==> config.mk <==
export PLATFORM = sky130hd
export DESIGN_NAME = dual_tap_chain
export DESIGN_NICKNAME = d
export VERILOG_FILES = /design/src/scan_pkg.sv /design/src/dual_tap_chain.sv /design/src/tap_ctrl.sv /design/src/fast_clk_sel.sv
export SDC_FILE = /design/constraint.sdc
export NUM_CORES = 1
export LEC_CHECK = 0
export BUFFER_PORTS_ARGS = -buffer_cell sky130_fd_sc_hd__buf_2
export CAP_MARGIN = 25
export CORE_ASPECT_RATIO = 0.7
export CORE_MARGIN = 2
export CORE_UTILIZATION = 30
export DETAILED_ROUTE_END_ITERATION = 8
export PLACE_DENSITY = 0.56
export SLEW_MARGIN = 20
export SYNTH_ARGS = -nofsm -noshare
export SYNTH_HDL_FRONTEND = slang
export SYNTH_SLANG_ARGS = --single-unit
==> constraint.sdc <==
create_clock -name clk -period 6.2 [get_ports clk]
set_clock_uncertainty 0.1 [all_clocks]
set_input_delay 1.86 -clock clk [delete_from_list [all_inputs] [get_ports clk]]
set_output_delay 1.86 -clock clk [all_outputs]
set_load 0.01 [all_outputs]
==> src/scan_pkg.sv <==
package scan_pkg;

    // ==========================================================
    // chain geometry
    localparam int IR1_LEN = 3;
    localparam int IR2_LEN = 8;
    localparam int PIN_NUM = 8;
    localparam int BSR_LEN = 16;
    localparam int ID_LEN = 32;

    // ==========================================================
    // instruction codes and reset values
    localparam logic [2:0] IR1_BYPASS = 3'h7;
    localparam logic [2:0] IR1_RESET = 3'h7;
    localparam logic [2:0] IR1_CAPTURE = 3'h1;
    localparam logic [7:0] IR2_BYPASS = 8'hff;
    localparam logic [7:0] IR2_EXTEST = 8'h00;
    localparam logic [7:0] IR2_HIGHZ = 8'h07;
    localparam logic [7:0] IR2_SAMPLE = 8'h01;
    localparam logic [7:0] IR2_IDCODE = 8'h0f;
    localparam logic [7:0] IR2_CAPTURE = 8'h01;

    // ==========================================================
    // fast clock configuration bit
    localparam logic [3:0] FCLK_CFG_ADDR = 4'ha;
    localparam int FCLK_BIT_POS = 7;
    localparam logic FCLK_RESET = 1'b1;
    localparam logic [8:0] CLK_EVAL_TERM = 9'h100;
    localparam int SETTLE_CYCLES = 1024;
    localparam logic [10:0] SETTLE_CNT = 11'(SETTLE_CYCLES);

    // ==========================================================
    // controller states, one-hot
    typedef enum logic [15:0] {
        ST_RESET = 16'h0001,
        ST_IDLE = 16'h0002,
        ST_SEL_DR = 16'h0004,
        ST_CAP_DR = 16'h0008,
        ST_SHIFT_DR = 16'h0010,
        ST_EXIT1_DR = 16'h0020,
        ST_PAUSE_DR = 16'h0040,
        ST_EXIT2_DR = 16'h0080,
        ST_UPD_DR = 16'h0100,
        ST_SEL_IR = 16'h0200,
        ST_CAP_IR = 16'h0400,
        ST_SHIFT_IR = 16'h0800,
        ST_EXIT1_IR = 16'h1000,
        ST_PAUSE_IR = 16'h2000,
        ST_EXIT2_IR = 16'h4000,
        ST_UPD_IR = 16'h8000
    } tap_state_type;

    // ==========================================================
    // pin bundles
    typedef struct packed {
        logic tck;
        logic tms;
        logic tdi;
    } scan_in_type;

    typedef struct packed {
        logic tdo;
        logic tdo_oe;
    } scan_out_type;

endpackage

==> src/dual_tap_chain.sv <==
`timescale 1ns/1ps
// Contract
// fast clock bit reads 1 when write clock wins evaluation, 0 when read wins.
// software write to the bit overrides the evaluated fast clock choice; a write made before evaluation ends is replaced by its result.
// after the bit changes, outside party waits the settling time.
// inputs sampled on rising test clock, outputs change on falling; pad_out and pad_oe follow ir2 and bsr_upd, which load on the rising clock.
// mode select and data in pulled high; idle port stays in reset.
// serial data enters register MSB and leaves from LSB.
// data out driven only in shift states.
// five rising clocks with mode select high reach reset.
// current instruction selects exactly one data register.
// two ports in series, 3-bit and 8-bit instruction, one bypass bit each.
// reset state loads the identification instruction.
// bypass register is one flip-flop.
// both ports in bypass give two clock delay in to out.
// each instruction load carries bypass for port one plus port two code.
// port two decodes bypass, extest, highz, sample, idcode; port one bypass.
// boundary register captures pins at capture, shifts at shift.
// idcode loads fixed 32-bit code at capture and shifts it out.
// sample snapshots pins; shift in and out happen together.
// preload leaves shifted pattern in boundary update latches.
// highz floats user pins and selects bypass.
// extest drives preloaded values and shifts boundary register.
// controller has 16 states stepped by mode select on rising clock.
// fast clock bit is bit 7 of configuration register 0xa.
// settling wait lasts up to 1024 cycles.
// controller follows standard graph; instructions apply in update state.
module dual_tap_chain
    import scan_pkg::*;
#(
    parameter logic [31:0] ID_CODE = 32'h0a5a_5001 // arbitrary value
)(
    // clock and reset
    input wire logic clk,
    input wire logic rst_n,
    // test port pins
    input scan_pkg::scan_in_type scan_in,
    output scan_pkg::scan_out_type scan_out,
    // core side of user pins
    input wire logic [7:0] core_out,
    input wire logic [7:0] core_oe,
    // pad side of user pins
    input wire logic [7:0] pin_in,
    output logic [7:0] pad_out,
    output logic [7:0] pad_oe,
    // fifo clocks
    input wire logic wr_clk,
    input wire logic rd_clk,
    // configuration register access
    input wire logic cfg_wr,
    input wire logic [3:0] cfg_addr,
    input wire logic [7:0] cfg_wdata,
    output logic [7:0] cfg_rdata,
    output logic fclk_settling
);
    import scan_pkg::*;

    typedef struct packed {
        logic tck_m;
        logic tck_s;
        logic tck_d;
        logic tms_m;
        logic tms_s;
        logic tdi_m;
        logic tdi_s;
        logic [PIN_NUM-1:0] pin_m;
        logic [PIN_NUM-1:0] pin_s;
        logic [IR1_LEN-1:0] ir1_sh;
        logic [IR1_LEN-1:0] ir1;
        logic [IR2_LEN-1:0] ir2_sh;
        logic [IR2_LEN-1:0] ir2;
        logic byp1;
        logic byp2;
        logic [ID_LEN-1:0] id_sh;
        logic [BSR_LEN-1:0] bsr_sh;
        logic [BSR_LEN-1:0] bsr_upd;
        logic tdo;
        logic tdo_oe;
        logic [PIN_NUM-1:0] pad_out;
        logic [PIN_NUM-1:0] pad_oe;
    } chain_state_type;

    chain_state_type s_reg;
    chain_state_type s_next;
    tap_state_type state;
    logic tck_rise;
    logic tck_fall;
    logic sel_id;
    logic sel_bsr;
    logic is_extest;
    logic is_highz;
    logic p2_out;
    logic fast_clk;
    logic ovr_wr;

    // ==========================================================
    // test clock edges found from the synchronised pin
    assign tck_rise = s_reg.tck_s & ~s_reg.tck_d;
    assign tck_fall = ~s_reg.tck_s & s_reg.tck_d;

    // ==========================================================
    // shared controller, both ports see the same mode select
    tap_ctrl u_ctrl (
        .clk(clk),
        .rst_n(rst_n),
        .tck_rise(tck_rise),
        .tms(s_reg.tms_s),
        .state(state)
    );

    // ==========================================================
    // fast clock choice and its override
    assign ovr_wr = cfg_wr && (cfg_addr == FCLK_CFG_ADDR);

    fast_clk_sel u_fclk (
        .clk(clk),
        .rst_n(rst_n),
        .wr_clk(wr_clk),
        .rd_clk(rd_clk),
        .ovr_wr(ovr_wr),
        .ovr_val(cfg_wdata[FCLK_BIT_POS]),
        .fast_clk(fast_clk),
        .settling(fclk_settling)
    );

    // reads of the fast clock register, other bits zero
    always_comb begin
        cfg_rdata = 8'h00;
        if (cfg_addr == FCLK_CFG_ADDR) begin
            cfg_rdata[FCLK_BIT_POS] = fast_clk;
        end
    end

    // ==========================================================
    // port two instruction decode
    always_comb begin
        sel_id = 1'b0;
        sel_bsr = 1'b0;
        is_extest = 1'b0;
        is_highz = 1'b0;
        case (s_reg.ir2)
            IR2_IDCODE: sel_id = 1'b1;
            IR2_SAMPLE: sel_bsr = 1'b1;
            IR2_EXTEST: begin
                sel_bsr = 1'b1;
                is_extest = 1'b1;
            end
            IR2_HIGHZ: is_highz = 1'b1;
            default: sel_id = 1'b0; // bypass and unknown codes
        endcase
    end

    // lsb of the register that port two places in the chain
    always_comb begin
        if (sel_id) begin
            p2_out = s_reg.id_sh[0];
        end else if (sel_bsr) begin
            p2_out = s_reg.bsr_sh[0];
        end else begin
            p2_out = s_reg.byp2;
        end
    end

    // ==========================================================
    // next state of the chain
    always_comb begin
        s_next = s_reg;
        // two-stage synchronisers, test pins reset high as if pulled up, user pins reset low
        s_next.tck_m = scan_in.tck;
        s_next.tck_s = s_reg.tck_m;
        s_next.tck_d = s_reg.tck_s;
        s_next.tms_m = scan_in.tms;
        s_next.tms_s = s_reg.tms_m;
        s_next.tdi_m = scan_in.tdi;
        s_next.tdi_s = s_reg.tdi_m;
        s_next.pin_m = pin_in;
        s_next.pin_s = s_reg.pin_m;
        if (tck_rise) begin
            case (state)
                ST_RESET: begin
                    s_next.ir2 = IR2_IDCODE;
                    s_next.ir1 = IR1_RESET;
                end
                ST_CAP_IR: begin
                    s_next.ir2_sh = IR2_CAPTURE;
                    s_next.ir1_sh = IR1_CAPTURE;
                end
                ST_SHIFT_IR: begin
                    // port two sits nearer the data input
                    s_next.ir2_sh = {s_reg.tdi_s, s_reg.ir2_sh[IR2_LEN-1:1]};
                    s_next.ir1_sh = {s_reg.ir2_sh[0], s_reg.ir1_sh[IR1_LEN-1:1]};
                end
                ST_UPD_IR: begin
                    s_next.ir2 = s_reg.ir2_sh;
                    s_next.ir1 = s_reg.ir1_sh;
                end
                ST_CAP_DR: begin
                    s_next.byp1 = 1'b0;
                    s_next.byp2 = 1'b0;
                    if (sel_id) s_next.id_sh = ID_CODE;
                    if (sel_bsr) s_next.bsr_sh = {core_out, s_reg.pin_s};
                end
                ST_SHIFT_DR: begin
                    // port one decodes bypass only
                    s_next.byp1 = p2_out;
                    if (sel_id) begin
                        s_next.id_sh = {s_reg.tdi_s, s_reg.id_sh[ID_LEN-1:1]};
                    end else if (sel_bsr) begin
                        s_next.bsr_sh = {s_reg.tdi_s, s_reg.bsr_sh[BSR_LEN-1:1]};
                    end else begin
                        s_next.byp2 = s_reg.tdi_s;
                    end
                end
                ST_UPD_DR: begin
                    if (sel_bsr) s_next.bsr_upd = s_reg.bsr_sh;
                end
                default: s_next.byp1 = s_reg.byp1;
            endcase
        end
        // data out changes only on the falling test clock
        if (tck_fall) begin
            s_next.tdo_oe = (state == ST_SHIFT_IR) || (state == ST_SHIFT_DR);
            s_next.tdo = (state == ST_SHIFT_IR) ? s_reg.ir1_sh[0] : s_reg.byp1;
        end
        // user pin drive follows the active instruction
        if (is_highz) begin
            s_next.pad_out = core_out;
            s_next.pad_oe = '0;
        end else if (is_extest) begin
            s_next.pad_out = s_reg.bsr_upd[BSR_LEN-1:PIN_NUM];
            s_next.pad_oe = '1;
        end else begin
            s_next.pad_out = core_out;
            s_next.pad_oe = core_oe;
        end
    end

    // ==========================================================
    // state register
    always_ff @(posedge clk or negedge rst_n) begin
        if (!rst_n) begin
            s_reg <= '0;
            s_reg.tck_m <= 1'b1;
            s_reg.tck_s <= 1'b1;
            s_reg.tck_d <= 1'b1;
            s_reg.tms_m <= 1'b1;
            s_reg.tms_s <= 1'b1;
            s_reg.tdi_m <= 1'b1;
            s_reg.tdi_s <= 1'b1;
            s_reg.ir1 <= IR1_RESET;
            s_reg.ir2 <= IR2_IDCODE;
        end else begin
            s_reg <= s_next;
        end
    end

    // ==========================================================
    // outputs
    assign scan_out.tdo = s_reg.tdo;
    assign scan_out.tdo_oe = s_reg.tdo_oe;
    assign pad_out = s_reg.pad_out;
    assign pad_oe = s_reg.pad_oe;

endmodule // dual_tap_chain

==> src/tap_ctrl.sv <==
`timescale 1ns/1ps
module tap_ctrl
    import scan_pkg::*;
(
    // clock and reset
    input wire logic clk,
    input wire logic rst_n,
    // sampled test inputs
    input wire logic tck_rise,
    input wire logic tms,
    // controller state
    output scan_pkg::tap_state_type state
);
    import scan_pkg::*;

    typedef struct packed {
        tap_state_type st;
    } ctrl_state_type;

    ctrl_state_type s_reg;
    ctrl_state_type s_next;

    // ==========================================================
    // state graph, advanced on each rising test clock
    always_comb begin
        s_next = s_reg;
        if (tck_rise) begin
            case (s_reg.st)
                ST_RESET: s_next.st = tms ? ST_RESET : ST_IDLE;
                ST_IDLE: s_next.st = tms ? ST_SEL_DR : ST_IDLE;
                ST_SEL_DR: s_next.st = tms ? ST_SEL_IR : ST_CAP_DR;
                ST_CAP_DR: s_next.st = tms ? ST_EXIT1_DR : ST_SHIFT_DR;
                ST_SHIFT_DR: s_next.st = tms ? ST_EXIT1_DR : ST_SHIFT_DR;
                ST_EXIT1_DR: s_next.st = tms ? ST_UPD_DR : ST_PAUSE_DR;
                ST_PAUSE_DR: s_next.st = tms ? ST_EXIT2_DR : ST_PAUSE_DR;
                ST_EXIT2_DR: s_next.st = tms ? ST_UPD_DR : ST_SHIFT_DR;
                ST_UPD_DR: s_next.st = tms ? ST_SEL_DR : ST_IDLE;
                ST_SEL_IR: s_next.st = tms ? ST_RESET : ST_CAP_IR;
                ST_CAP_IR: s_next.st = tms ? ST_EXIT1_IR : ST_SHIFT_IR;
                ST_SHIFT_IR: s_next.st = tms ? ST_EXIT1_IR : ST_SHIFT_IR;
                ST_EXIT1_IR: s_next.st = tms ? ST_UPD_IR : ST_PAUSE_IR;
                ST_PAUSE_IR: s_next.st = tms ? ST_EXIT2_IR : ST_PAUSE_IR;
                ST_EXIT2_IR: s_next.st = tms ? ST_UPD_IR : ST_SHIFT_IR;
                ST_UPD_IR: s_next.st = tms ? ST_SEL_DR : ST_IDLE;
                default: s_next.st = ST_RESET;
            endcase
        end
    end

    // ==========================================================
    // state register
    always_ff @(posedge clk or negedge rst_n) begin
        if (!rst_n) begin
            s_reg.st <= ST_RESET;
        end else begin
            s_reg <= s_next;
        end
    end

    assign state = s_reg.st;

endmodule // tap_ctrl

==> src/fast_clk_sel.sv <==
`timescale 1ns/1ps
module fast_clk_sel
    import scan_pkg::*;
(
    // clock and reset
    input wire logic clk,
    input wire logic rst_n,
    // fifo clocks from pins
    input wire logic wr_clk,
    input wire logic rd_clk,
    // software override
    input wire logic ovr_wr,
    input wire logic ovr_val,
    // result
    output logic fast_clk,
    output logic settling
);
    import scan_pkg::*;

    typedef struct packed {
        logic wr_m;
        logic wr_s;
        logic wr_d;
        logic rd_m;
        logic rd_s;
        logic rd_d;
        logic [8:0] wr_cnt;
        logic [8:0] rd_cnt;
        logic done;
        logic fast;
        logic [10:0] settle;
    } fclk_state_type;

    fclk_state_type s_reg;
    fclk_state_type s_next;
    logic wr_rise;
    logic rd_rise;
    logic new_fast;

    // ==========================================================
    // evaluation counters, override and settling wait
    always_comb begin
        s_next = s_reg;
        s_next.wr_m = wr_clk;
        s_next.wr_s = s_reg.wr_m;
        s_next.wr_d = s_reg.wr_s;
        s_next.rd_m = rd_clk;
        s_next.rd_s = s_reg.rd_m;
        s_next.rd_d = s_reg.rd_s;
        wr_rise = s_reg.wr_s & ~s_reg.wr_d;
        rd_rise = s_reg.rd_s & ~s_reg.rd_d;
        new_fast = s_reg.fast;
        if (!s_reg.done) begin
            if (wr_rise) s_next.wr_cnt = s_reg.wr_cnt + 9'h001;
            if (rd_rise) s_next.rd_cnt = s_reg.rd_cnt + 9'h001;
            // first counter to terminal count names the faster clock
            if (s_next.wr_cnt == CLK_EVAL_TERM) begin
                s_next.done = 1'b1;
                new_fast = 1'b1;
            end else if (s_next.rd_cnt == CLK_EVAL_TERM) begin
                s_next.done = 1'b1;
                new_fast = 1'b0;
            end
        end
        if (ovr_wr) begin
            new_fast = ovr_val;
        end
        s_next.fast = new_fast;
        // restart the settling wait on any change
        if (new_fast != s_reg.fast) begin
            s_next.settle = SETTLE_CNT;
        end else if (s_reg.settle != 11'h000) begin
            s_next.settle = s_reg.settle - 11'h001;
        end
    end

    // ==========================================================
    // state register
    always_ff @(posedge clk or negedge rst_n) begin
        if (!rst_n) begin
            s_reg <= '0;
            s_reg.fast <= FCLK_RESET;
        end else begin
            s_reg <= s_next;
        end
    end

    assign fast_clk = s_reg.fast;
    assign settling = (s_reg.settle != 11'h000);

endmodule // fast_clk_sel

==> run metrics <==
H-tree Lvls 4; TritonRoute pass-1 iters 6; HP Start s_next[108]; most common cell after layout, fill and taps aside dfrtp_1; setup_tns 0 ps; drt wl/cell 14.7 microns; post-DP HPWL 10400 microns; MaxCap Viol Count 0; Via density 4.88; origin of the critical flop-to-flop path u_ctrl.state[8]; CTS buffer count 17; vias post-DR 5241; Worst Setup SP cfg_addr[0]; part of the cycle the worst path needs 74.2%; clock period minus final worst setup slack 4600 ps; CP cell instances buf_2 > nor4bb_1 > and2_1 > buf_2; crit-path max cell delay 390 ps; Worst-Margin Slew 871 ps; initial core utilization 30.6%; Worst EP arrival 2640 ps; crit path capture cfg_rdata[7]; Core Area 25700 sq um; Antenna Cells 0; R2R depth 7; most frequent CP cell buf_2; class of the worst hold path reg -> reg; top_reg_cell synth dfrtp_1; synth-to-layout area growth 13.4%; Final Hold Vio Count 0; Final Total Pwr 3.05 mW; drt total wl 15700 microns; nature of the critical path startpoint input pin; Crit. End Element output pin; Clk Latency, worst-skew pair 430 ps; Final Slew Violations 0; Sink Count 171; RSZ-0062 raised after global routing no; Tot GR Track Use 12.1%; worst reg2reg setup slack 3090 ps; antenna violations before repair 0; grt total ovfl 0; final core utilization 34.7%; GPL Wtd Cong 0.776; die width 197 microns; Yosys reg bits 171; Relative slew margins 41.9%; register area share after synthesis 54.7%; pwr/cell area 342 nW/um^2; cell taking the most area after synthesis dfrtp_1; # setup viols final 0; Post-synth EDFFs 0; # Post-CTS Setup Buffers 0; Crit Path Max Fanout 3; I/O Buffers 56; mean post-synth cell area 11.2 sq um; Reg clk slew, reported paths 70 ps; asr flop ratio synth 100%; largest net degree at the start of global routing 95; Hold Buf Count CTS 0; vias in the first global route 5101; maximum clock path buffer count 2; post-synthesis cell area 7850 sq um; worst path required time 4240 ps; Peak VDD IR 179 uV; top achievable clock speed 217 MHz; dominant cells by area after synthesis dfrtp_1 50%, dfstp_2 4.4%, a22o_1 4.0%; LEAKAGE 3.98 nW; Ports 71; # rows 49; max reg flops 88; critical path class in -> out; Mapped Cells 703; r2r endpoint s_reg[60]; Root Buffer clkbuf_16; Nets 777; DIE HEIGHT 139 microns; first-pass GRT wire length 26800 microns; # DRC 0; die area 27500 sq um; post-synth top area share 50.4%; 1st-iter DRT viols 401; CTS tree done; status completed; CTS resizes 0; antenna-violating nets left 0; slowest CP cell nor4bb_1; layout cells sized above 1 19.9%; Yosys warnings 0; Netlist cell types 73; most frequent cells in the layout 158 x dfrtp_1, 64 x nand2_1, 55 x buf_2
## worst max-delay path: cells and delay by family
| family | cells | cell delay, ps |
|---|---|---|
| and+or+nand+nor | 2 | 570 |
| buffers and inverters | 2 | 210 |
## cell families after synthesis
family	after synthesis	synth area share [%]
fa+ha+maj	4	0.637
compound gates	163	15.0
buf+inv	80	5.45
other cells	1	0.0478
flops	171	54.7
mux	41	5.93
xor+xnor	32	3.57
simple gates	211	14.7
## cells in the mapped netlist, types with 7 or more instances
cell,number
o21ai_0,15
nand4_1,12
buf_2,9
dfstp_2,13
a32oi_1,9
dfrtp_1,158
xor2_1,9
clkbuf_1,26
inv_1,14
nand2_1,64
xnor2_1,23
nor2_1,38
o21ai_1,19
and3_1,7
a21oi_1,23
nand3_1,16
o22a_1,13
mux2_2,12
o21a_1,9
mux2_4,8
a22o_1,36
mux2i_1,21
or4_1,8
buf_4,27
nor3_1,8
## stage by stage
step	worst slack (ps)	cell area, sq um	hold slack, ps	instances
floorplan	1830	7870	231	709
global placement	1610	8280	234	1041
detailed placement	1560	8280	235	1041
CTS	1570	8900	246	1073
global route	1470	8900	253	1073
finish	1600	8900	243	1073
## power by group
part / internal (mW) / total (mW) / switching, mW
sequential: 1.23 / 1.36 / 0.126
clock: 0.625 / 1.12 / 0.491
combinational: 0.253 / 0.578 / 0.324
total: 2.11 / 3.05 / 0.942
## metal layers
layer,wire length [microns],part of all wire [%],global-route usage (%)
met4,162,1.0,3.64
met1,8570,54,18.6
met2,6480,41,16.5
met3,539,3.4,2.71
met5,0,0,0
## how the worst min path moves through the flow
stage                        endpoint  depth (start not counted)
floorplan                  s_reg[106]                          0
global placement    u_fclk.s_next[31]                          0
detailed placement         s_reg[109]                          0
CTS                        s_reg[108]                          0
global route               s_reg[110]                          0
finish                     s_reg[108]                          0
## layout make-up
| cell class | instances | area (sq um) |
|---|---|---|
| clock buffers | 18 | 439 |
| clock inverters | 14 | 180 |
| fillers | 2513 | 16800 |
| inverters | 16 | 60.1 |
| multi-input cells | 458 | 3160 |
| flip-flops and latches | 171 | 4300 |
| well taps | 331 | 414 |
| repair buffers | 65 | 354 |
Power figures use the tool's default switching activity.
